### config.mk
export PLATFORM = sky130hd
export DESIGN_NAME = cbc_bus_ctrl
export DESIGN_NICKNAME = d
export VERILOG_FILES = /design/src/rtl/cbc_pkg.sv /design/src/rtl/cbc_bus_ctrl.sv /design/src/rtl/cbc_regbank.sv
export VERILOG_INCLUDE_DIRS = /design/src /design/src/rtl
export SDC_FILE = /design/constraint.sdc
export NUM_CORES = 1
export LEC_CHECK = 0
export ABC_CLOCK_PERIOD_IN_PS = 6300
export BUFFER_PORTS_ARGS = -buffer_cell sky130_fd_sc_hd__buf_2
export CORE_MARGIN = 2
export CORE_UTILIZATION = 40
export DETAILED_ROUTE_END_ITERATION = 16
export GPL_TIMING_DRIVEN = 1
export HOLD_SLACK_MARGIN = 0.12
export SLEW_MARGIN = 40
export SYNTH_ARGS = -nofsm -noshare
export SYNTH_HDL_FRONTEND = slang
export SYNTH_SLANG_ARGS = --single-unit
### constraint.sdc
create_clock -name pclk -period 6.3 [get_ports pclk]
set_input_delay 0.63 -clock pclk [delete_from_list [all_inputs] [get_ports pclk]]
set_output_delay 0.63 -clock pclk [all_outputs]
set_load 0.005 [all_outputs]
### src/rtl/cbc_consts.svh
`ifndef CBC_CONSTS_SVH
`define CBC_CONSTS_SVH

`define CBC_OFF_CMD 12'h000
`define CBC_OFF_ADDR 12'h004
`define CBC_OFF_WDATA 12'h008
`define CBC_OFF_STATUS 12'h00C
`define CBC_OFF_PCSP 12'h010
`define CBC_OFF_IRM 12'h014
`define CBC_OFF_BANK_LO 12'h040
`define CBC_OFF_BANK_HI 12'h05C

`define CBC_CMD_KIND 2:0
`define CBC_CMD_LAST 3
`define CBC_ADDR_F 15:0
`define CBC_WDATA_F 7:0
`define CBC_PCSP_PC 15:0
`define CBC_PCSP_SP 31:16
`define CBC_IRM_I 7:0
`define CBC_IRM_R 14:8
`define CBC_IRM_IM 17:16
`define CBC_IRM_IE 24
`define CBC_BANK_IDX 4:2

`define CBC_PC_RESET 16'h0000
`define CBC_SP_RESET 16'h0000
`define CBC_NMI_ADDR 16'h0066
`define CBC_IREG_RESET 8'h00
`define CBC_RCNT_RESET 7'h00
`define CBC_IM_RESET 2'h0
`define CBC_PORT_HIGH 8'h00
`define CBC_STEP_FIRST 2'h1
`define CBC_STEP_SECOND 2'h2
`define CBC_STEP_RUN2 2'h3

`endif

### src/rtl/cbc_pkg.sv
package cbc_pkg;

    typedef enum logic [6:0] {
        ST_IDLE = 7'h01,
        ST_T1 = 7'h02,
        ST_T2 = 7'h04,
        ST_TW = 7'h08,
        ST_T3 = 7'h10,
        ST_T4 = 7'h20,
        ST_REL = 7'h40
    } cbc_state_t;

    typedef enum logic [2:0] {
        K_FETCH = 3'h0,
        K_MRD = 3'h1,
        K_MWR = 3'h2,
        K_PRD = 3'h3,
        K_PWR = 3'h4,
        K_INTA = 3'h5,
        K_HALT = 3'h6,
        K_EXX = 3'h7
    } cbc_kind_t;

endpackage

### src/rtl/cbc_bus_ctrl.sv
// Design decisions made here: register access over APB and the placing of the registers.
`timescale 1ns/100ps
`include "cbc_consts.svh"

// Operation
// - Drive sixteen address lines, bit zero least.
// - Port number only on low eight lines.
// - Refresh address on low seven, with strobes.
// - Eight-bit two-way data bus.
// - Opcode fetch indicator on every opcode fetch.
// - Acknowledge shows fetch indicator plus port request.
// - Memory request only with valid address.
// - Port request with valid low port address.
// - Interrupting device supplies vector on acknowledge.
// - Read strobe while data can be accepted.
// - Write strobe only while data driven.
// - Halt output, keep refreshing until interrupt.
// - Stay waiting while wait held; no refresh.
// - Maskable accepted at boundary, enabled, no takeover.
// - Non-maskable on leading edge, ignores enable.
// - Non-maskable pushes counter, restarts fixed address.
// - Wait holds off non-maskable; takeover outranks.
// - Reset clears counter, enable, page, refresh, mode.
// - Reset floats buses, controls held inactive.
// - Takeover request floats buses at cycle end.
// - Bus released output while buses floated.
// - Two register banks swapped by exchange.
module cbc_bus_ctrl (
    input logic pclk,
    input logic presetn,
    input logic psel,
    input logic penable,
    input logic pwrite,
    input logic [11:0] paddr,
    input logic [31:0] pwdata,
    output logic [31:0] prdata,
    output logic pready,
    output logic pslverr,
    output logic [15:0] address_out,
    output logic addr_oe,
    output logic [7:0] data_out,
    output logic data_oe,
    input logic [7:0] data_in,
    output logic ctrl_oe,
    output logic opcode_fetch_cycle_n,
    output logic memory_access_request_n,
    output logic port_request_n,
    output logic rd_n,
    output logic wr_n,
    output logic refresh_cycle_n,
    output logic halt_n,
    output logic bus_released_n,
    input logic wait_n,
    input logic int_n,
    input logic nmi_n,
    input logic bus_takeover_request_n
);
    import cbc_pkg::*;

    function automatic logic is_m1kind(input cbc_kind_t k);
        is_m1kind = (k == K_FETCH) || (k == K_HALT) || (k == K_INTA);
    endfunction

    function automatic logic in_bank(input logic [11:0] a);
        in_bank = (a >= `CBC_OFF_BANK_LO) && (a <= `CBC_OFF_BANK_HI) && (a[1:0] == 2'h0);
    endfunction

    cbc_state_t st_reg, st_next;
    cbc_kind_t kind_reg, kind_next, cmd_kind_reg;
    logic [15:0] cyc_addr_reg, cyc_addr_next, pc_reg, sp_reg, addr_reg;
    logic [7:0] cyc_data_reg, cyc_data_next, wdata_reg, ireg_reg, rdata_reg, vector_reg;
    logic [6:0] rcnt_reg;
    logic [1:0] im_reg, nmi_step_reg, cap_sr;
    logic ie_reg, bank_reg, halted_reg, at_bound_reg, nmi_pend_reg, run_last_reg;
    logic cmd_pend_reg, cmd_last_reg, cap_inta_reg;
    logic go_push, go_nmi, go_int, go_nop, go_cmd, mc_last;
    logic [1:0] wait_sr, int_sr, nmi_sr, bus_takeover_request_sr;
    logic [7:0] data_s1, data_s2;
    logic nmi_prev_reg, nmi_edge, wait_lo, int_lo, bus_takeover_request_lo;
    logic acc, wr_fire, hit, busy;
    logic [31:0] rd_mux;
    logic [7:0] bank_rdata;
    logic [15:0] addr_nx;
    logic [7:0] data_nx;
    logic addr_oe_nx, data_oe_nx, ctrl_oe_nx, m1_nx, memory_access_request_nx, port_request_nx, rd_nx, wr_nx, refresh_cycle_nx;

    // Pins from outside the clock domain pass two flops before use.
    always_ff @(posedge pclk or negedge presetn) begin
        if (!presetn) begin
            wait_sr <= 2'h3;
            int_sr <= 2'h3;
            nmi_sr <= 2'h3;
            bus_takeover_request_sr <= 2'h3;
            data_s1 <= 8'h00;
            data_s2 <= 8'h00;
            nmi_prev_reg <= 1'b1;
        end else begin
            wait_sr <= {wait_sr[0], wait_n};
            int_sr <= {int_sr[0], int_n};
            nmi_sr <= {nmi_sr[0], nmi_n};
            bus_takeover_request_sr <= {bus_takeover_request_sr[0], bus_takeover_request_n};
            data_s1 <= data_in;
            data_s2 <= data_s1;
            nmi_prev_reg <= nmi_sr[1];
        end
    end

    assign wait_lo = !wait_sr[1];
    assign int_lo = !int_sr[1];
    assign bus_takeover_request_lo = !bus_takeover_request_sr[1];
    assign nmi_edge = nmi_prev_reg && !nmi_sr[1];
    assign mc_last = (st_reg == ST_T4) || ((st_reg == ST_T3) && !is_m1kind(kind_reg));

    // Dispatch happens only from idle, so every machine cycle is followed by one idle
    // cycle; that costs bandwidth but keeps all priority decisions in one place.
    always_comb begin
        st_next = st_reg;
        kind_next = kind_reg;
        cyc_addr_next = cyc_addr_reg;
        cyc_data_next = cyc_data_reg;
        go_push = 1'b0;
        go_nmi = 1'b0;
        go_int = 1'b0;
        go_nop = 1'b0;
        go_cmd = 1'b0;
        case (st_reg)
            ST_IDLE: begin
                if (bus_takeover_request_lo) begin
                    st_next = ST_REL;
                end else if (nmi_step_reg == `CBC_STEP_SECOND) begin
                    go_push = 1'b1;
                end else if (at_bound_reg && nmi_pend_reg) begin
                    go_nmi = 1'b1;
                end else if (at_bound_reg && int_lo && ie_reg) begin
                    go_int = 1'b1;
                end else if (halted_reg) begin
                    go_nop = 1'b1;
                end else if (cmd_pend_reg) begin
                    go_cmd = 1'b1;
                end
                if (go_push || go_nmi) begin
                    st_next = ST_T1;
                    kind_next = K_MWR;
                    cyc_addr_next = go_nmi ? sp_reg - 16'h0001 : sp_reg - 16'h0002;
                    cyc_data_next = go_nmi ? pc_reg[15:8] : pc_reg[7:0];
                end else if (go_int || go_nop) begin
                    st_next = ST_T1;
                    kind_next = go_int ? K_INTA : K_HALT;
                    cyc_addr_next = pc_reg;
                end else if (go_cmd && cmd_kind_reg != K_EXX && cmd_kind_reg != K_HALT) begin
                    st_next = ST_T1;
                    cyc_data_next = wdata_reg;
                    if (cmd_kind_reg == K_FETCH || cmd_kind_reg == K_INTA) begin
                        kind_next = K_FETCH;
                        cyc_addr_next = pc_reg;
                    end else if (cmd_kind_reg == K_PRD || cmd_kind_reg == K_PWR) begin
                        kind_next = cmd_kind_reg;
                        cyc_addr_next = {`CBC_PORT_HIGH, addr_reg[7:0]};
                    end else begin
                        kind_next = cmd_kind_reg;
                        cyc_addr_next = addr_reg;
                    end
                end
            end
            ST_T1: st_next = ST_T2;
            ST_T2: st_next = ST_TW;
            ST_TW: begin
                if (!wait_lo) begin
                    st_next = ST_T3;
                end
            end
            ST_T3: begin
                if (is_m1kind(kind_reg)) begin
                    st_next = ST_T4;
                end else begin
                    st_next = bus_takeover_request_lo ? ST_REL : ST_IDLE;
                end
            end
            ST_T4: st_next = bus_takeover_request_lo ? ST_REL : ST_IDLE;
            ST_REL: begin
                if (!bus_takeover_request_lo) begin
                    st_next = ST_IDLE;
                end
            end
            default: st_next = ST_IDLE;
        endcase
    end

    always_ff @(posedge pclk or negedge presetn) begin
        if (!presetn) begin
            st_reg <= ST_IDLE;
            kind_reg <= K_FETCH;
            cyc_addr_reg <= 16'h0000;
            cyc_data_reg <= 8'h00;
        end else begin
            st_reg <= st_next;
            kind_reg <= kind_next;
            cyc_addr_reg <= cyc_addr_next;
            cyc_data_reg <= cyc_data_next;
        end
    end

    // Pin values are worked out from the next state so they leave flops aligned with it.
    always_comb begin
        addr_nx = cyc_addr_next;
        data_nx = cyc_data_next;
        addr_oe_nx = 1'b0;
        data_oe_nx = 1'b0;
        ctrl_oe_nx = 1'b1;
        m1_nx = 1'b1;
        memory_access_request_nx = 1'b1;
        port_request_nx = 1'b1;
        rd_nx = 1'b1;
        wr_nx = 1'b1;
        refresh_cycle_nx = 1'b1;
        case (st_next)
            ST_T1, ST_T2, ST_TW: begin
                addr_oe_nx = 1'b1;
                m1_nx = !is_m1kind(kind_next);
                if (kind_next == K_FETCH || kind_next == K_HALT || kind_next == K_MRD
                        || kind_next == K_MWR) begin
                    memory_access_request_nx = 1'b0;
                end
                if (kind_next == K_FETCH || kind_next == K_HALT || kind_next == K_MRD) begin
                    rd_nx = 1'b0;
                end
                data_oe_nx = (kind_next == K_MWR) || (kind_next == K_PWR);
                if (st_next != ST_T1) begin
                    wr_nx = !data_oe_nx;
                    if (kind_next == K_PRD || kind_next == K_PWR || kind_next == K_INTA) begin
                        port_request_nx = 1'b0;
                    end
                    if (kind_next == K_PRD) begin
                        rd_nx = 1'b0;
                    end
                end
            end
            ST_T3, ST_T4: begin
                addr_oe_nx = 1'b1;
                if (is_m1kind(kind_next)) begin
                    addr_nx = {ireg_reg, 1'b0, rcnt_reg};
                    memory_access_request_nx = 1'b0;
                    refresh_cycle_nx = 1'b0;
                end else begin
                    data_oe_nx = (kind_next == K_MWR) || (kind_next == K_PWR);
                end
            end
            ST_REL: ctrl_oe_nx = 1'b0;
            default: ctrl_oe_nx = 1'b1;
        endcase
    end

    always_ff @(posedge pclk or negedge presetn) begin
        if (!presetn) begin
            address_out <= 16'h0000;
            addr_oe <= 1'b0;
            data_out <= 8'h00;
            data_oe <= 1'b0;
            ctrl_oe <= 1'b1;
            opcode_fetch_cycle_n <= 1'b1;
            memory_access_request_n <= 1'b1;
            port_request_n <= 1'b1;
            rd_n <= 1'b1;
            wr_n <= 1'b1;
            refresh_cycle_n <= 1'b1;
            halt_n <= 1'b1;
            bus_released_n <= 1'b1;
        end else begin
            address_out <= addr_nx;
            addr_oe <= addr_oe_nx;
            data_out <= data_nx;
            data_oe <= data_oe_nx;
            ctrl_oe <= ctrl_oe_nx;
            opcode_fetch_cycle_n <= m1_nx;
            memory_access_request_n <= memory_access_request_nx;
            port_request_n <= port_request_nx;
            rd_n <= rd_nx;
            wr_n <= wr_nx;
            refresh_cycle_n <= refresh_cycle_nx;
            halt_n <= !halted_reg;
            bus_released_n <= (st_next != ST_REL);
        end
    end

    // Set wins over clear, so an edge in the acceptance cycle is kept for later.
    always_ff @(posedge pclk or negedge presetn) begin
        if (!presetn) begin
            nmi_pend_reg <= 1'b0;
        end else if (nmi_edge) begin
            nmi_pend_reg <= 1'b1;
        end else if (go_nmi) begin
            nmi_pend_reg <= 1'b0;
        end
    end

    // Read data passes the pin synchroniser, so it is taken two edges after the strobe.
    always_ff @(posedge pclk or negedge presetn) begin
        if (!presetn) begin
            cap_sr <= 2'h0;
            cap_inta_reg <= 1'b0;
            rdata_reg <= 8'h00;
            vector_reg <= 8'h00;
        end else begin
            cap_sr <= {cap_sr[0], (st_reg == ST_TW) && !wait_lo && !data_oe};
            if (st_reg == ST_TW) begin
                cap_inta_reg <= (kind_reg == K_INTA);
            end
            if (cap_sr[1]) begin
                rdata_reg <= data_s2;
                if (cap_inta_reg) begin
                    vector_reg <= data_s2;
                end
            end
        end
    end

    assign acc = psel && penable;
    assign wr_fire = acc && pready && pwrite;
    assign busy = cmd_pend_reg || (st_reg != ST_IDLE) || (cap_sr != 2'h0);

    always_ff @(posedge pclk or negedge presetn) begin
        if (!presetn) begin
            pc_reg <= `CBC_PC_RESET;
            sp_reg <= `CBC_SP_RESET;
            ireg_reg <= `CBC_IREG_RESET;
            rcnt_reg <= `CBC_RCNT_RESET;
            im_reg <= `CBC_IM_RESET;
            ie_reg <= 1'b0;
            bank_reg <= 1'b0;
            halted_reg <= 1'b0;
            at_bound_reg <= 1'b1;
            nmi_step_reg <= 2'h0;
            run_last_reg <= 1'b0;
            cmd_pend_reg <= 1'b0;
            cmd_kind_reg <= K_FETCH;
            cmd_last_reg <= 1'b0;
            addr_reg <= 16'h0000;
            wdata_reg <= 8'h00;
        end else begin
            if (wr_fire) begin
                if (paddr == `CBC_OFF_CMD) begin
                    if (!cmd_pend_reg) begin
                        cmd_pend_reg <= 1'b1;
                        cmd_kind_reg <= cbc_kind_t'(pwdata[`CBC_CMD_KIND]);
                        cmd_last_reg <= pwdata[`CBC_CMD_LAST];
                    end
                end else if (paddr == `CBC_OFF_ADDR) begin
                    addr_reg <= pwdata[`CBC_ADDR_F];
                end else if (paddr == `CBC_OFF_WDATA) begin
                    wdata_reg <= pwdata[`CBC_WDATA_F];
                end else if (paddr == `CBC_OFF_PCSP) begin
                    pc_reg <= pwdata[`CBC_PCSP_PC];
                    sp_reg <= pwdata[`CBC_PCSP_SP];
                end else if (paddr == `CBC_OFF_IRM) begin
                    ireg_reg <= pwdata[`CBC_IRM_I];
                    rcnt_reg <= pwdata[`CBC_IRM_R];
                    im_reg <= pwdata[`CBC_IRM_IM];
                    ie_reg <= pwdata[`CBC_IRM_IE];
                end
            end
            if (go_cmd) begin
                cmd_pend_reg <= 1'b0;
                run_last_reg <= cmd_last_reg;
                at_bound_reg <= 1'b0;
                if (cmd_kind_reg == K_EXX) begin
                    bank_reg <= !bank_reg;
                    at_bound_reg <= cmd_last_reg;
                end else if (cmd_kind_reg == K_HALT) begin
                    halted_reg <= 1'b1;
                    at_bound_reg <= 1'b1;
                end else if (cmd_kind_reg == K_FETCH || cmd_kind_reg == K_INTA) begin
                    pc_reg <= pc_reg + 16'h0001;
                end
            end
            if (go_int || go_nmi) begin
                ie_reg <= 1'b0;
                halted_reg <= 1'b0;
                at_bound_reg <= 1'b0;
                run_last_reg <= 1'b1;
            end
            if (go_nmi) begin
                nmi_step_reg <= `CBC_STEP_FIRST;
            end
            if (go_push) begin
                nmi_step_reg <= `CBC_STEP_RUN2;
            end
            if (mc_last) begin
                if (is_m1kind(kind_reg)) begin
                    rcnt_reg <= rcnt_reg + 7'h01;
                end
                if (nmi_step_reg == `CBC_STEP_FIRST) begin
                    nmi_step_reg <= `CBC_STEP_SECOND;
                end else if (nmi_step_reg == `CBC_STEP_RUN2) begin
                    pc_reg <= `CBC_NMI_ADDR;
                    sp_reg <= sp_reg - 16'h0002;
                    nmi_step_reg <= 2'h0;
                    at_bound_reg <= 1'b1;
                end else if (run_last_reg) begin
                    at_bound_reg <= 1'b1;
                end
            end
        end
    end

    cbc_regbank #(.WIDTH(8), .DEPTH(16), .AW(4)) u_bank (
        .clk(pclk),
        .we(wr_fire && in_bank(paddr)),
        .waddr({bank_reg, paddr[`CBC_BANK_IDX]}),
        .wdata(pwdata[7:0]),
        .raddr({bank_reg, paddr[`CBC_BANK_IDX]}),
        .rdata(bank_rdata)
    );

    always_comb begin
        rd_mux = 32'h00000000;
        hit = 1'b1;
        if (paddr == `CBC_OFF_CMD) begin
            rd_mux = {28'h0000000, cmd_last_reg, cmd_kind_reg};
        end else if (paddr == `CBC_OFF_ADDR) begin
            rd_mux = {16'h0000, addr_reg};
        end else if (paddr == `CBC_OFF_WDATA) begin
            rd_mux = {24'h000000, wdata_reg};
        end else if (paddr == `CBC_OFF_STATUS) begin
            rd_mux = {8'h00, vector_reg, rdata_reg, 2'h0, bank_reg, at_bound_reg,
                      nmi_pend_reg, (st_reg == ST_REL), halted_reg, busy};
        end else if (paddr == `CBC_OFF_PCSP) begin
            rd_mux = {sp_reg, pc_reg};
        end else if (paddr == `CBC_OFF_IRM) begin
            rd_mux = {7'h00, ie_reg, 6'h00, im_reg, 1'b0, rcnt_reg, ireg_reg};
        end else if (in_bank(paddr)) begin
            rd_mux = {24'h000000, bank_rdata};
        end else begin
            hit = 1'b0;
        end
    end

    // One wait state on every access gives the bank array time to register its data.
    always_ff @(posedge pclk or negedge presetn) begin
        if (!presetn) begin
            pready <= 1'b0;
            pslverr <= 1'b0;
            prdata <= 32'h00000000;
        end else begin
            pready <= acc && !pready;
            pslverr <= acc && !pready && !hit;
            if (acc && !pready) begin
                prdata <= rd_mux;
            end
        end
    end
endmodule

### src/rtl/cbc_regbank.sv
`timescale 1ns/100ps

// Two register banks share one array; the bank select is the top address bit.
module cbc_regbank #(
    parameter int WIDTH = 8,
    parameter int DEPTH = 16,
    parameter int AW = 4
) (
    input logic clk,
    input logic we,
    input logic [AW-1:0] waddr,
    input logic [WIDTH-1:0] wdata,
    input logic [AW-1:0] raddr,
    output logic [WIDTH-1:0] rdata
);
    logic [WIDTH-1:0] mem [0:DEPTH-1];

    always_ff @(posedge clk) begin
        if (we) begin
            mem[waddr] <= wdata;
        end
    end

    always_ff @(posedge clk) begin
        rdata <= mem[raddr];
    end
endmodule
# Yosys cells after proc, flatten, opt, wreduce, memory -nomap -nowiden
# Memories as Yosys holds them, arrays and structs flattened. A register that Yosys moved wholly into a read port is not among the register bits.
# Cells that the tools add are included.
[totals]
regBits = 225
output_inout_bits = 69
memories = 1
ram_bits = 128
[memory_table]
columns = ["memory", "depth", "word_bits", "read_ports", "rd_ports_with_merged_regs", "write_ports", "line", "text"]
rows = [
  ["u_bank.mem", 16, 8, 1, 1, 1, "cbc_regbank.sv:16", "logic [WIDTH-1:0] mem [0:DEPTH-1];"],
]
[classes]
bitwise_logic = 5
n_addsub = 4
reduce_logical = 71
mux = 150
order_cmp = 2
n_eq_ne = 45
[ops]
columns = ["operator", "count"]
rows = [
  ["2-to-1 mux 16 bit", 29],
  ["2-to-1 mux 32 bit", 5],
  ["2-to-1 mux 7 bit", 16],
  ["2-to-1 mux 1 bit", 80],
  ["case mux 7 bit (7 select lines)", 1],
  ["2-to-1 mux 8 bit", 5],
  ["== test 3 bit (second input constant)", 9],
  ["2-to-1 mux 25 bit", 1],
  ["== test 12 x 4 -> 1 bit (second input constant)", 2],
  ["== test 12 x 5 -> 1 bit (second input constant)", 2],
  ["nonzero test 2 bit", 9],
  ["logical AND 1 bit", 17],
  ["logical OR 1 bit", 17],
  ["adder 16 x 1 -> 16 bit (second input constant)", 1],
  ["subtractor 16 x 1 -> 16 bit (second input constant)", 1],
  ["subtractor 16 x 2 -> 16 bit (second input constant)", 1],
  ["2-to-1 mux 3 bit", 5],
  ["== test 7 x 2 -> 1 bit (second input constant)", 2],
  ["== test 7 x 3 -> 1 bit (second input constant)", 2],
  ["== test 7 x 4 -> 1 bit (second input constant)", 2],
  ["== test 7 x 5 -> 1 bit (second input constant)", 2],
  ["== test 7 x 6 -> 1 bit (second input constant)", 2],
  ["== test 7 bit (second input constant)", 2],
  ["== test 12 x 3 -> 1 bit (second input constant)", 1],
  ["28 further kinds", 63],
]

# Longest topological paths before layout
# Gate-level depths: netlist of the first run.
[depth]
word_depth = 21
ltp_mapped = 11
mapped_depth_nobuf = 9

# Hierarchy
# Synthesis of the first run repeated with hierarchy kept, for this count alone.
[hier_totals]
cells_unflattened = 1282
area_unflattened_um2 = 15986.6
[by_module_without_submodules]
columns = ["mod", "n_inst", "seq_area_each_um2", "cells_per_inst", "area_each_um2"]
rows = [
  ["cbc_bus_ctrl", 1, 5629.1, 1053, 10839.1],
  ["cbc_regbank", 1, 4003.8, 229, 5147.4],
]

# Least setup slack after synthesis of the first run
# No wires, ideal clock.
[synth_timing]
path_type = "input to register"
start = "in paddr[10]"
end = "mem u_bank.mem[1][0], enable pin"
t_required_ns = 5.917
n_path_buf = 0
setup_ns = 0.383
cell_stages = 4
path_slack_ns = 3.485
arrival_time_ns = 2.431
path_cell_list = "or4_4 -> nor4_1 -> nand3b_1 -> nor3_1"
[synth_between]
elab_chain_cells = 6
word_cells_on_any_way = 7
cone_classes = "order compare (2); mux (2); reduce/logical (3)"
[synth_rtl]
columns = ["item", "line", "text"]
rows = [
  ["from (decl)", "cbc_bus_ctrl.sv:34", "input logic [11:0] paddr,"],
  ["greater-or-equal comparator 12 x 7 -> 1 bit (no line) / less-or-equal comparator 12 x 7 -> 1 bit (equally long branches)", "--", ""],
  ["logical AND 1 bit (*) (2 in series)", "cbc_bus_ctrl.sv:65", "in_bank = (a >= `CBC_OFF_BANK_LO) && (a <= `CBC_OFF_BANK_HI) && (a[1:0] == 2'h0);"],
  ["logical AND 1 bit (*)", "cbc_bus_ctrl.sv:407", ".we(wr_fire && in_bank(paddr)),"],
  ["2-to-1 mux 1 bit (*)", "cbc_regbank.sv:19", "if (we) begin"],
  ["2-to-1 mux 1 bit (implied by the code) (*)", "cbc_regbank.sv:20", "mem[waddr] <= wdata;"],
  ["to (decl)", "cbc_regbank.sv:16", ""],
]
# Mark *: on every way between the ends. The rest lies on a longest branch, timed or not.

# Worst setup path after layout of the first run
[layout_timing]
start = "reg st_reg[6]"
end = "reg address_out[12]"
[layout_between]
elab_chain_cells = 8
word_cells_on_any_way = 26
cone_classes = "eq/ne (11); mux (11); reduce/logical (4)"
[layout_rtl]
columns = ["item", "line", "text"]
rows = [
  ["from (decl)", "cbc_bus_ctrl.sv:68", "cbc_state_t st_reg, st_next;"],
  ["from (signal assigned)", "cbc_bus_ctrl.sv:196", "st_reg <= st_next;"],
  ["2-to-1 mux 7 bit", "cbc_bus_ctrl.sv:128", "if (bus_takeover_request_lo) begin"],
  ["2-to-1 mux 7 bit", "cbc_bus_ctrl.sv:150", "end else if (go_cmd && cmd_kind_reg != K_EXX && cmd_kind_reg != K_HALT) begin"],
  ["2-to-1 mux 7 bit", "cbc_bus_ctrl.sv:146", "end else if (go_int || go_nop) begin"],
  ["2-to-1 mux 7 bit", "cbc_bus_ctrl.sv:141", "if (go_push || go_nmi) begin"],
  ["case mux 7 bit (7 select lines)", "cbc_bus_ctrl.sv:126", "case (st_reg)"],
  ["== test 7 x 5 -> 1 bit / == test 7 x 6 -> 1 bit (equally long branches)", "cbc_bus_ctrl.sv:216", "case (st_next)"],
  ["OR reduction 2 bit", "cbc_bus_ctrl.sv:216", ""],
  ["2-to-1 mux 16 bit (*)", "cbc_bus_ctrl.sv:216", ""],
  ["named net addr_nx[12]", "cbc_bus_ctrl.sv:83", "logic [15:0] addr_nx;"],
  ["to (signal assigned)", "cbc_bus_ctrl.sv:269", "address_out <= addr_nx;"],
  ["to (decl)", "cbc_bus_ctrl.sv:39", "output logic [15:0] address_out,"],
]
# The timed path passes the listed nets; every way through them passes the cells marked *.
# A chain may end at the register's enable or synchronous reset.

==> results by stage, run 1 <==
GRT:
- The number of antenna violations at the first check in global routing is 0.
- The via count of the first global-routing pass is 11380.
- The pin count of the biggest net entering global routing is 101.
- The global router's overall resource usage is 0.2316.
- The wire length of the first global-routing pass is 72.06 mm.
- The aggregate global routing overflow is 0.

STA:
- Hold timing on the final database bottoms out at a slack of 0.1748 ns.
- The share of the clock period used by the worst path is 0.5648.
- For the finished layout, the period the worst path requires is 3.558 ns.
- The headroom to the max-slew limit is 0.4461.
- Setup repair after global routing left no endpoint under its margin.
- The worst-case clock skew is 0.01717 ns.
- The slew at the pin closest to its max-slew limit is 0.8246 ns.
- The number of failing setup endpoints in the final timing report is 0.
- For this run, the top clock speed supported by timing is 281.0 MHz.
- The max-slew violation count is 0.
- The total count of hold-check failures in the final report is 0.
- The worst setup slack after layout is 2.742 ns.
- The sum of negative setup slack is 0 ns.

Synthesis:
- The number of register bits inferred by synthesis is 360.
- The most common cell in the synthesized netlist is dfrtp_1.
- In the synthesized netlist the dominant register cell turns out to be dfrtp_1.
- By area the synthesized netlist is led by dfrtp_1 32%, edfxtp_1 24%, mux4_2 5.6%.
- Counting instances in the post-synthesis netlist gives the leading cell types as 205 x dfrtp_1, 139 x nand2_1, 128 x edfxtp_1, 105 x nor2_1, 63 x o21ai_0.
- The mean instance size in the synthesized netlist is 12.43 um2.
- The synthesized netlist contains 81 unique library cells.
- The async set-reset flop share out of synthesis is 0.6222.
- The share of synthesized area in the top cell type comes to 0.3200.
- When the netlist entered floorplanning its net count stood at 1356.
- The number of warnings issued by yosys is 0.
- The synthesized design contains 128 enable-type register cells.
- The cell area that synthesis handed to floorplanning was 0.01603 mm2.
- The gate count of the mapped netlist is 1290.
- The part of the Yosys area used for sequential elements is 0.6009.
- Of all cell types, the one taking the most synthesized area is dfrtp_1.

Die:
- The floorplan has 73 rows.
- The width of the die is 204.2 um.
- The number of I/O pins is 130.
- For this configuration, the core starts out at a cell density of 0.4044.
- The total area inside the core boundary comes to 0.03964 mm2.
- The height of the chip is 204.2 um.
- The area enclosed by the die boundary is 0.04170 mm2.

Route:
- The number of search-and-repair iterations in the first detailed-routing pass is 9.
- After detailed routing, the number of vias per cell comes to 5.859.
- The residual DRC count is 0.
- The count of nets left with antenna violations once routing finished came out at 0.
- Wires add up to 47.90 mm.
- The first routing iteration left 1292 violations.
- Detailed routing inserted a total of 11520 vias.
- The average wire length per cell after detail routing is 24.36 um.

Clock network:
- In this run the post-CTS setup repair buffer count came out at 0.
- The cell sitting at the root of the clock tree is a clkbuf_16.
- The deepest level of the CTS H-tree is 2.
- The count of clock tree sinks is 360.
- Clock-pin slew was measured on the worst setup and hold paths at 0.06 ns.
- The clock tree from TritonCTS is built.
- In this run, CTS created clock tree buffers numbering 40.
- The post-cts hold buffer count is 1.
- For the worst-skew pair, the clock arrives at the later sink with an insertion delay of 0.56 ns.
- The number of gates resized after cts is 0.
- No sink is reached through more buffers than the 3 on the longest clock path.

Finish:
- The count of fill cells added during filler insertion is 3653.
- The diode insertion count for antenna repair is 0.
- The largest registers in the layout are u_bank.mem: 128 flops, prdata: 32 flops.
- Counting flops per register, the top entry is u_bank.mem.
- Of the cells placed in the final design, the portion with a size suffix greater than 1 is 0.2616.
- For this run, the number of standard cells in the final layout without fillers is 1966.
- The area growth from synthesis to layout is 16.48%.
- The register with the most flip-flops in the layout has 128 of them.
- The net count reported at finish is 1477.

Worst setup path:
- The critical path required time is 6.74 ns.
- The worst path buffer plus inverter count is 0.
- The signal arrival time at the worst endpoint is 4.00 ns.
- For this run, the slowest stage of the critical path takes 0.69 ns.
- The kind of critical path is flip-flop to flip-flop.
- The worst setup path is launched from a flip-flop.
- The largest delay contributor family on the critical path is simple AND/OR/NAND/NOR gates.
- The cell type of the slowest stage on the worst timing path is nor3_4.
- STA classifies the critical path endpoint as a flip-flop.
- Of all nets on the critical path, the largest fanout is 23.
- The critical path's most frequent cell is nor3_4.
- Walking the worst path, the cells encountered are nor3_4, nand4b_4, nor3_4, o22ai_2, and2_0, o31a_2, mux2_4.

Power and ir drop:
- The ratio of total power to cell area is 288.8 mW/mm2.
- The leakage component of the power is 7.512 nW.
- The sum of internal, switching and leakage power is 5.393 mW.
- The peak supply drop is 0.2513 mV.

Placed design:
- Detailed placement ended at an HPWL of 33.23 mm.
- Prior to clock tree synthesis, the placed netlist has a worst setup slack of 2.450 ns.
- The quantity of I/O buffers inserted on ports is 129.
- At the end of routability-driven placement, the weighted congestion stood at 0.8652.
- The cell count after placement is 1893.

Job:
- Max-cap violations in this run came to 0.

Worst hold path:
- In this run the worst hold path is classified as input port to flip-flop.

Status:
- The flow ran to the end, and the final reports show no timing, DRC or antenna violations.
[routing by layer]
layer  part of all wire  wire [um]  vias to the layer above  track usage
met4              0.038       1805                        0      0.09576
met2               0.48      23120                      463       0.3764
met5                  0          0                        -            0
li1                   -          -                     5103            -
met1               0.42      19940                     5862       0.3129
met3              0.063       3038                       90      0.03268
[placed cells by master (no fill, tap or decap), types with 12 or more instances in the layout]
cell type / instances
nor2_1: 102
or3_1: 12
mux2_2: 59
nor3_1: 26
o21ai_0: 63
nand2b_1: 12
mux4_2: 40
nand3_1: 38
inv_1: 20
a21oi_1: 59
nand2_1: 139
a222oi_1: 23
buf_4: 21
dfrtp_1: 205
clkbuf_16: 41
edfxtp_1: 128
mux2i_1: 15
a22oi_1: 14
buf_2: 127
dfstp_2: 19
[kinds of logic after synthesis]
| kind of cell | count (synthesis) | share of synthesized area |
|---|---|---|
| AND/OR/NAND/NOR | 417 | 0.1279 |
| XOR/XNOR | 18 | 0.009834 |
| multiplexers | 123 | 0.1154 |
| buffers and inverters | 96 | 0.02568 |
| adder cells (fa/ha/maj) | 5 | 0.003902 |
| AO/OA/AOI/OAI | 271 | 0.1164 |
| flip-flops | 360 | 0.6009 |
[power by group]
part | switching, mW | total [mW] | internal, mW
sequential | 0.0529 | 2.55 | 2.50
clock | 0.951 | 2.39 | 1.44
combinational | 0.280 | 0.446 | 0.166
total | 1.28 | 5.39 | 4.11
[through the flow]
stage               instance area [um2]  utilization
detailed placement                17300       0.4365
global placement                  17210       0.4341
finish                            18670       0.4711
floorplan                         16030            -
global route                      18670       0.4711
CTS                               18650       0.4704
[layout make-up]
type	count	area, um2	share of cell area
Sequential cell	360	9633	0.5159
Multi-Input combinational cell	834	6063	0.3247
Clock buffer	52	1107	0.05930
Timing Repair Buffer	154	908.4	0.04865
Tap cell	525	656.9	0.03518
Clock inverter	20	225.2	0.01206
Inverter	21	78.83	0.004221
[final timing paths]
check | start | end | slack (ns) | cells past startpoint
max in group asynchronous | presetn | pc_reg[10]$_DFF_PN0_ | 4.43 | 4
worst max register to register | st_reg[6]$_DFF_PN0_ | address_out[12]$_DFF_PN0_ | 2.74 | 7
worst min register to register | data_s1[6]$_DFF_PN0_ | data_s2[6]$_DFF_PN0_ | 0.35 | 0
worst max-delay path | st_reg[6]$_DFF_PN0_ | address_out[12]$_DFF_PN0_ | 2.74 | 7
worst min-delay path | nmi_n | nmi_sr[0]$_DFF_PN1_ | 0.17 | 1
min in group asynchronous | presetn | st_reg[1]$_DFF_PN0_ | 0.56 | 2
Power figures use the tool's default switching activity.
==> inputs of run 2 (changes only) <==
--- a/config.mk
+++ b/config.mk
@@ -6,7 +6,7 @@
 export SDC_FILE = /design/constraint.sdc
 export NUM_CORES = 1
 export LEC_CHECK = 0
-export ABC_CLOCK_PERIOD_IN_PS = 6300
+export ABC_CLOCK_PERIOD_IN_PS = 3080
 export BUFFER_PORTS_ARGS = -buffer_cell sky130_fd_sc_hd__buf_2
 export CORE_MARGIN = 2
 export CORE_UTILIZATION = 40
==> constraint.sdc (replaced) <==
create_clock -name pclk -period 3.08 [get_ports pclk]
set_input_delay 0.308 -clock pclk [delete_from_list [all_inputs] [get_ports pclk]]
set_output_delay 0.308 -clock pclk [all_outputs]
set_load 0.005 [all_outputs]
==> results by stage, run 2 (synthesized netlist as in run 1, its figures left out) <==
Power and ir drop:
- The sum of internal, switching and leakage power is 11.03 mW.
- Of the total power, combinational logic draws 0.090.
- The sequential cell fraction of total power is 0.473.
- IR analysis of the VDD net gives a maximum drop of 0.5342 mV.
- Of the total power, the share spent switching nets is 0.2350.
- Dividing total power by cell area gives a power density of 572.1 mW/mm2.
- The reported net switching power is 2.592 mW.
- The relative contribution of the clock network to total power is 0.437.
- The leakage component of the power is 7.871 nW.
- The internal power of the cells totals 8.438 mW.

Placed design:
- The cell count after placement is 1941.
- The half-perimeter wire length of the detailed placement result is 34.16 mm.
- At the end of routability-driven placement, the weighted congestion stood at 0.9272.
- During placement, the flow inserted port buffers numbering 129.
- Before CTS, the worst setup slack after placement is 0.2161 ns.

Finish:
- In the final layout, the share of cells above drive strength 1 is 0.2689.
- In the final layout, the registers with the most flip-flops are u_bank.mem: 128 flops, prdata: 32 flops.
- The register with the most flip-flops in the layout has 128 of them.
- Leaving out filler cells and counting taps, the final layout contains 2047.
- The net count reported at finish is 1560.
- Relative to the synthesized area, the layout overhead comes to 20.26%.
- In the layout the commonest cells are 205 x dfrtp_1, 138 x nand2_1, 128 x buf_2, 128 x edfxtp_1, 105 x nor2_1.
- Counting flops per register, the top entry is u_bank.mem.
- Leaving out fill and tap cells, the most frequent cell in the layout is dfrtp_1.
- The final standard cell utilization of the core is 0.4864.

STA:
- Setup repair after global routing left no endpoint under its margin.
- The max-slew violation count was 0.
- The total count of hold-check failures in the final report is 0.
- The share of the clock period used by the worst path is 0.9445.
- Setup violations remaining at the end of the flow were counted as 0.
- The slew at the pin closest to its max-slew limit is 0.7851 ns.
- Headroom to the max-slew limit came out at 0.4725.
- The worst-case clock skew is 0.01769 ns.
- The minimum period implied by the final worst setup slack is 2.909 ns.
- The maximum frequency from static timing analysis is 343.8 MHz.
- The sum of negative setup slack is 0 ns.
- The worst setup slack after layout is 0.1709 ns.

Route:
- The total via count after detailed routing is 11890.
- Dividing the detail-routed via count by the number of cells gives 5.807.
- The residual DRC count is 0.
- In the final routed layout, each cell accounts on average for 23.68 um.
- The sum of routed wire length over all layers is 48.48 mm.
- The count of nets left with antenna violations once routing finished came out at 0.
- The violation count after the first detailed-route iteration is 1410.
- The first TritonRoute pass finished after 6 iterations.

Die:
- The placeable core region is 0.03964 mm2.
- Measured along the y axis, the die boundary spans 204.2 um.
- The effective utilization at floorplan is 0.4044.
- Measured along the x axis, the die boundary spans 204.2 um.
- 130 I/O pins were placed.
- The area enclosed by the die boundary is 0.04170 mm2.
- The number of core rows is 73.

Worst hold path:
- The worst hold path was traced through 4 stages.
- The worst hold path begins at pwdata[18].
- The kind of path behind the tightest hold check is input port to flip-flop.
- The worst hold path terminates at sp_reg[2]$_DFF_PN0_.

Job:
- Max-cap violations in this run came to 0.

Clock network:
- The number of CTS-inserted buffers is 40.
- The tree is rooted in a clkbuf_16.
- The H-tree generated during clock tree synthesis spans 2 levels.
- After clock tree synthesis, the clock-pin slew on the worst setup and hold paths is 0.06 ns.
- The clock latency of the later-clocked register in the worst-skew pair is 0.54 ns.
- The count of clock tree sinks is 360.
- The clock passes through at most 3 buffers.
- TritonCTS built the clock tree.

GRT:
- The via count of the first global-routing pass is 11930.
- Entering global routing, the biggest net connects 87 pins.
- The aggregate global routing overflow is 0.
- The global router's overall resource usage is 0.2356.
- The number of antenna violations at the first check in global routing came to 2.
- The wire length of the first global-routing pass is 73.53 mm.

Worst setup path:
- The setup slack of the worst register-to-register path is 0.17 ns.
- Counting cells, the worst reg-to-reg path comes to 7.
- The signal arrival time at the worst endpoint is 3.33 ns.
- STA classifies the critical path endpoint as a flip-flop.
- The worst register-to-register path begins at st_reg[6]$_DFF_PN0_.
- The critical path required time is 3.50 ns.
- The cell type of the slowest stage on the worst timing path is or3_1.
- The worst setup path is of the flip-flop to flip-flop kind.
- The destination of the worst register-to-register timing path is pc_reg[11]$_DFF_PN0_.
- For this run, the slowest stage of the critical path takes 0.56 ns.
- Along the worst path, the maximum fanout reaches 10.
- Walking the worst path, the cells encountered are nor3_4, nand4b_4, or2_1, or3_1, nor3_2, a311oi_1, a2111oi_1.
- STA classifies the critical path startpoint as a flip-flop.

Status:
- The run finished with clean final reports.
[run 2: cell types whose count changed in the layout (fill, tap and decap cells not counted), moves of 3 or more]
cell / change
buf_4: +49
dlygate4sd3_1: +35
clkbuf_1: +5
clkinv_2: -4
nor2_1: +3
nor2_2: -3
[run 2: worst max-delay path, delay by kind of cell (launching register included)]
| kind | cells | cell delay [ns] |
|---|---|---|
| and+or+nand+nor | 5 | 1.81 |
| DFF | 1 | 0.46 |
| AOI/OAI and AO/OA | 2 | 0.51 |
[run 2: per-stage QoR]
step           instance area, um2  hold slack (ns)
2_1_floorplan               16030          0.01241
3_3_place_gp                17600           0.3335
3_5_place_dp                17610           0.3401
4_1_cts                     19270           0.1244
5_1_grt                     19280           0.1736
6_report                    19280           0.1353
[run 2: area by class of cell]
class                      count  area (um2)
antenna                        1       2.502
clock buffer                  56        1112
clock inverter                13       190.2
fill                        3534       20360
inverter                      21       78.83
multi-input combinational    834        6025
sequential                   360        9633
tap                          525       656.9
timing repair buffer         237        1582
[run 2: timing repair]
action | 4_1_cts | 5_1_grt
setup endpoints to repair | 0 | 1
resized for setup | 0 | 2
hold endpoints to repair | 112 | 0
buffers inserted | 0 | 0
hold buffers | 36 | 0
[run 2: per-layer routing]
layer | track usage | vias to the layer above | wire, um
met5 | 0 | - | 23
met2 | 0.3886 | 495 | 23240
met3 | 0.04193 | 125 | 3216
li1 | - | 5276 | -
met4 | 0.08954 | 4 | 1828
met1 | 0.3108 | 5987 | 20170
[run 2: power groups by stage]
| stage | clock network, mW | logic (mW) | registers (mW) |
|---|---|---|---|
| 2_1_floorplan | 0 | 0.506 | 5.27 |
| 3_3_place_gp | 0 | 0.937 | 5.31 |
| 3_5_place_dp | 0 | 0.952 | 5.31 |
| 4_1_cts | 4.89 | 0.990 | 5.22 |
| 5_1_grt | 5.11 | 1.07 | 5.23 |
| 6_report | 4.82 | 0.992 | 5.22 |
[run 2: how the worst max path moves through the flow]
stage / from / endpoint / slack (ns) / cells past startpoint
finish: st_reg[6]$_DFF_PN0_ / pc_reg[11]$_DFF_PN0_ / 0.17 / 7
global route: st_reg[6]$_DFF_PN0_ / address_out[3]$_DFF_PN0_ / 0.03 / 9
CTS: st_reg[6]$_DFF_PN0_ / address_out[4]$_DFF_PN0_ / 0.19 / 9
detailed placement: st_reg[6]$_DFF_PN0_ / address_out[15]$_DFF_PN0_ / 0.22 / 9
global placement: st_reg[6]$_DFF_PN0_ / address_out[1]$_DFF_PN0_ / 0.27 / 9
floorplan: st_reg[6]$_DFF_PN0_ / address_out[10]$_DFF_PN0_ / 0.58 / 10
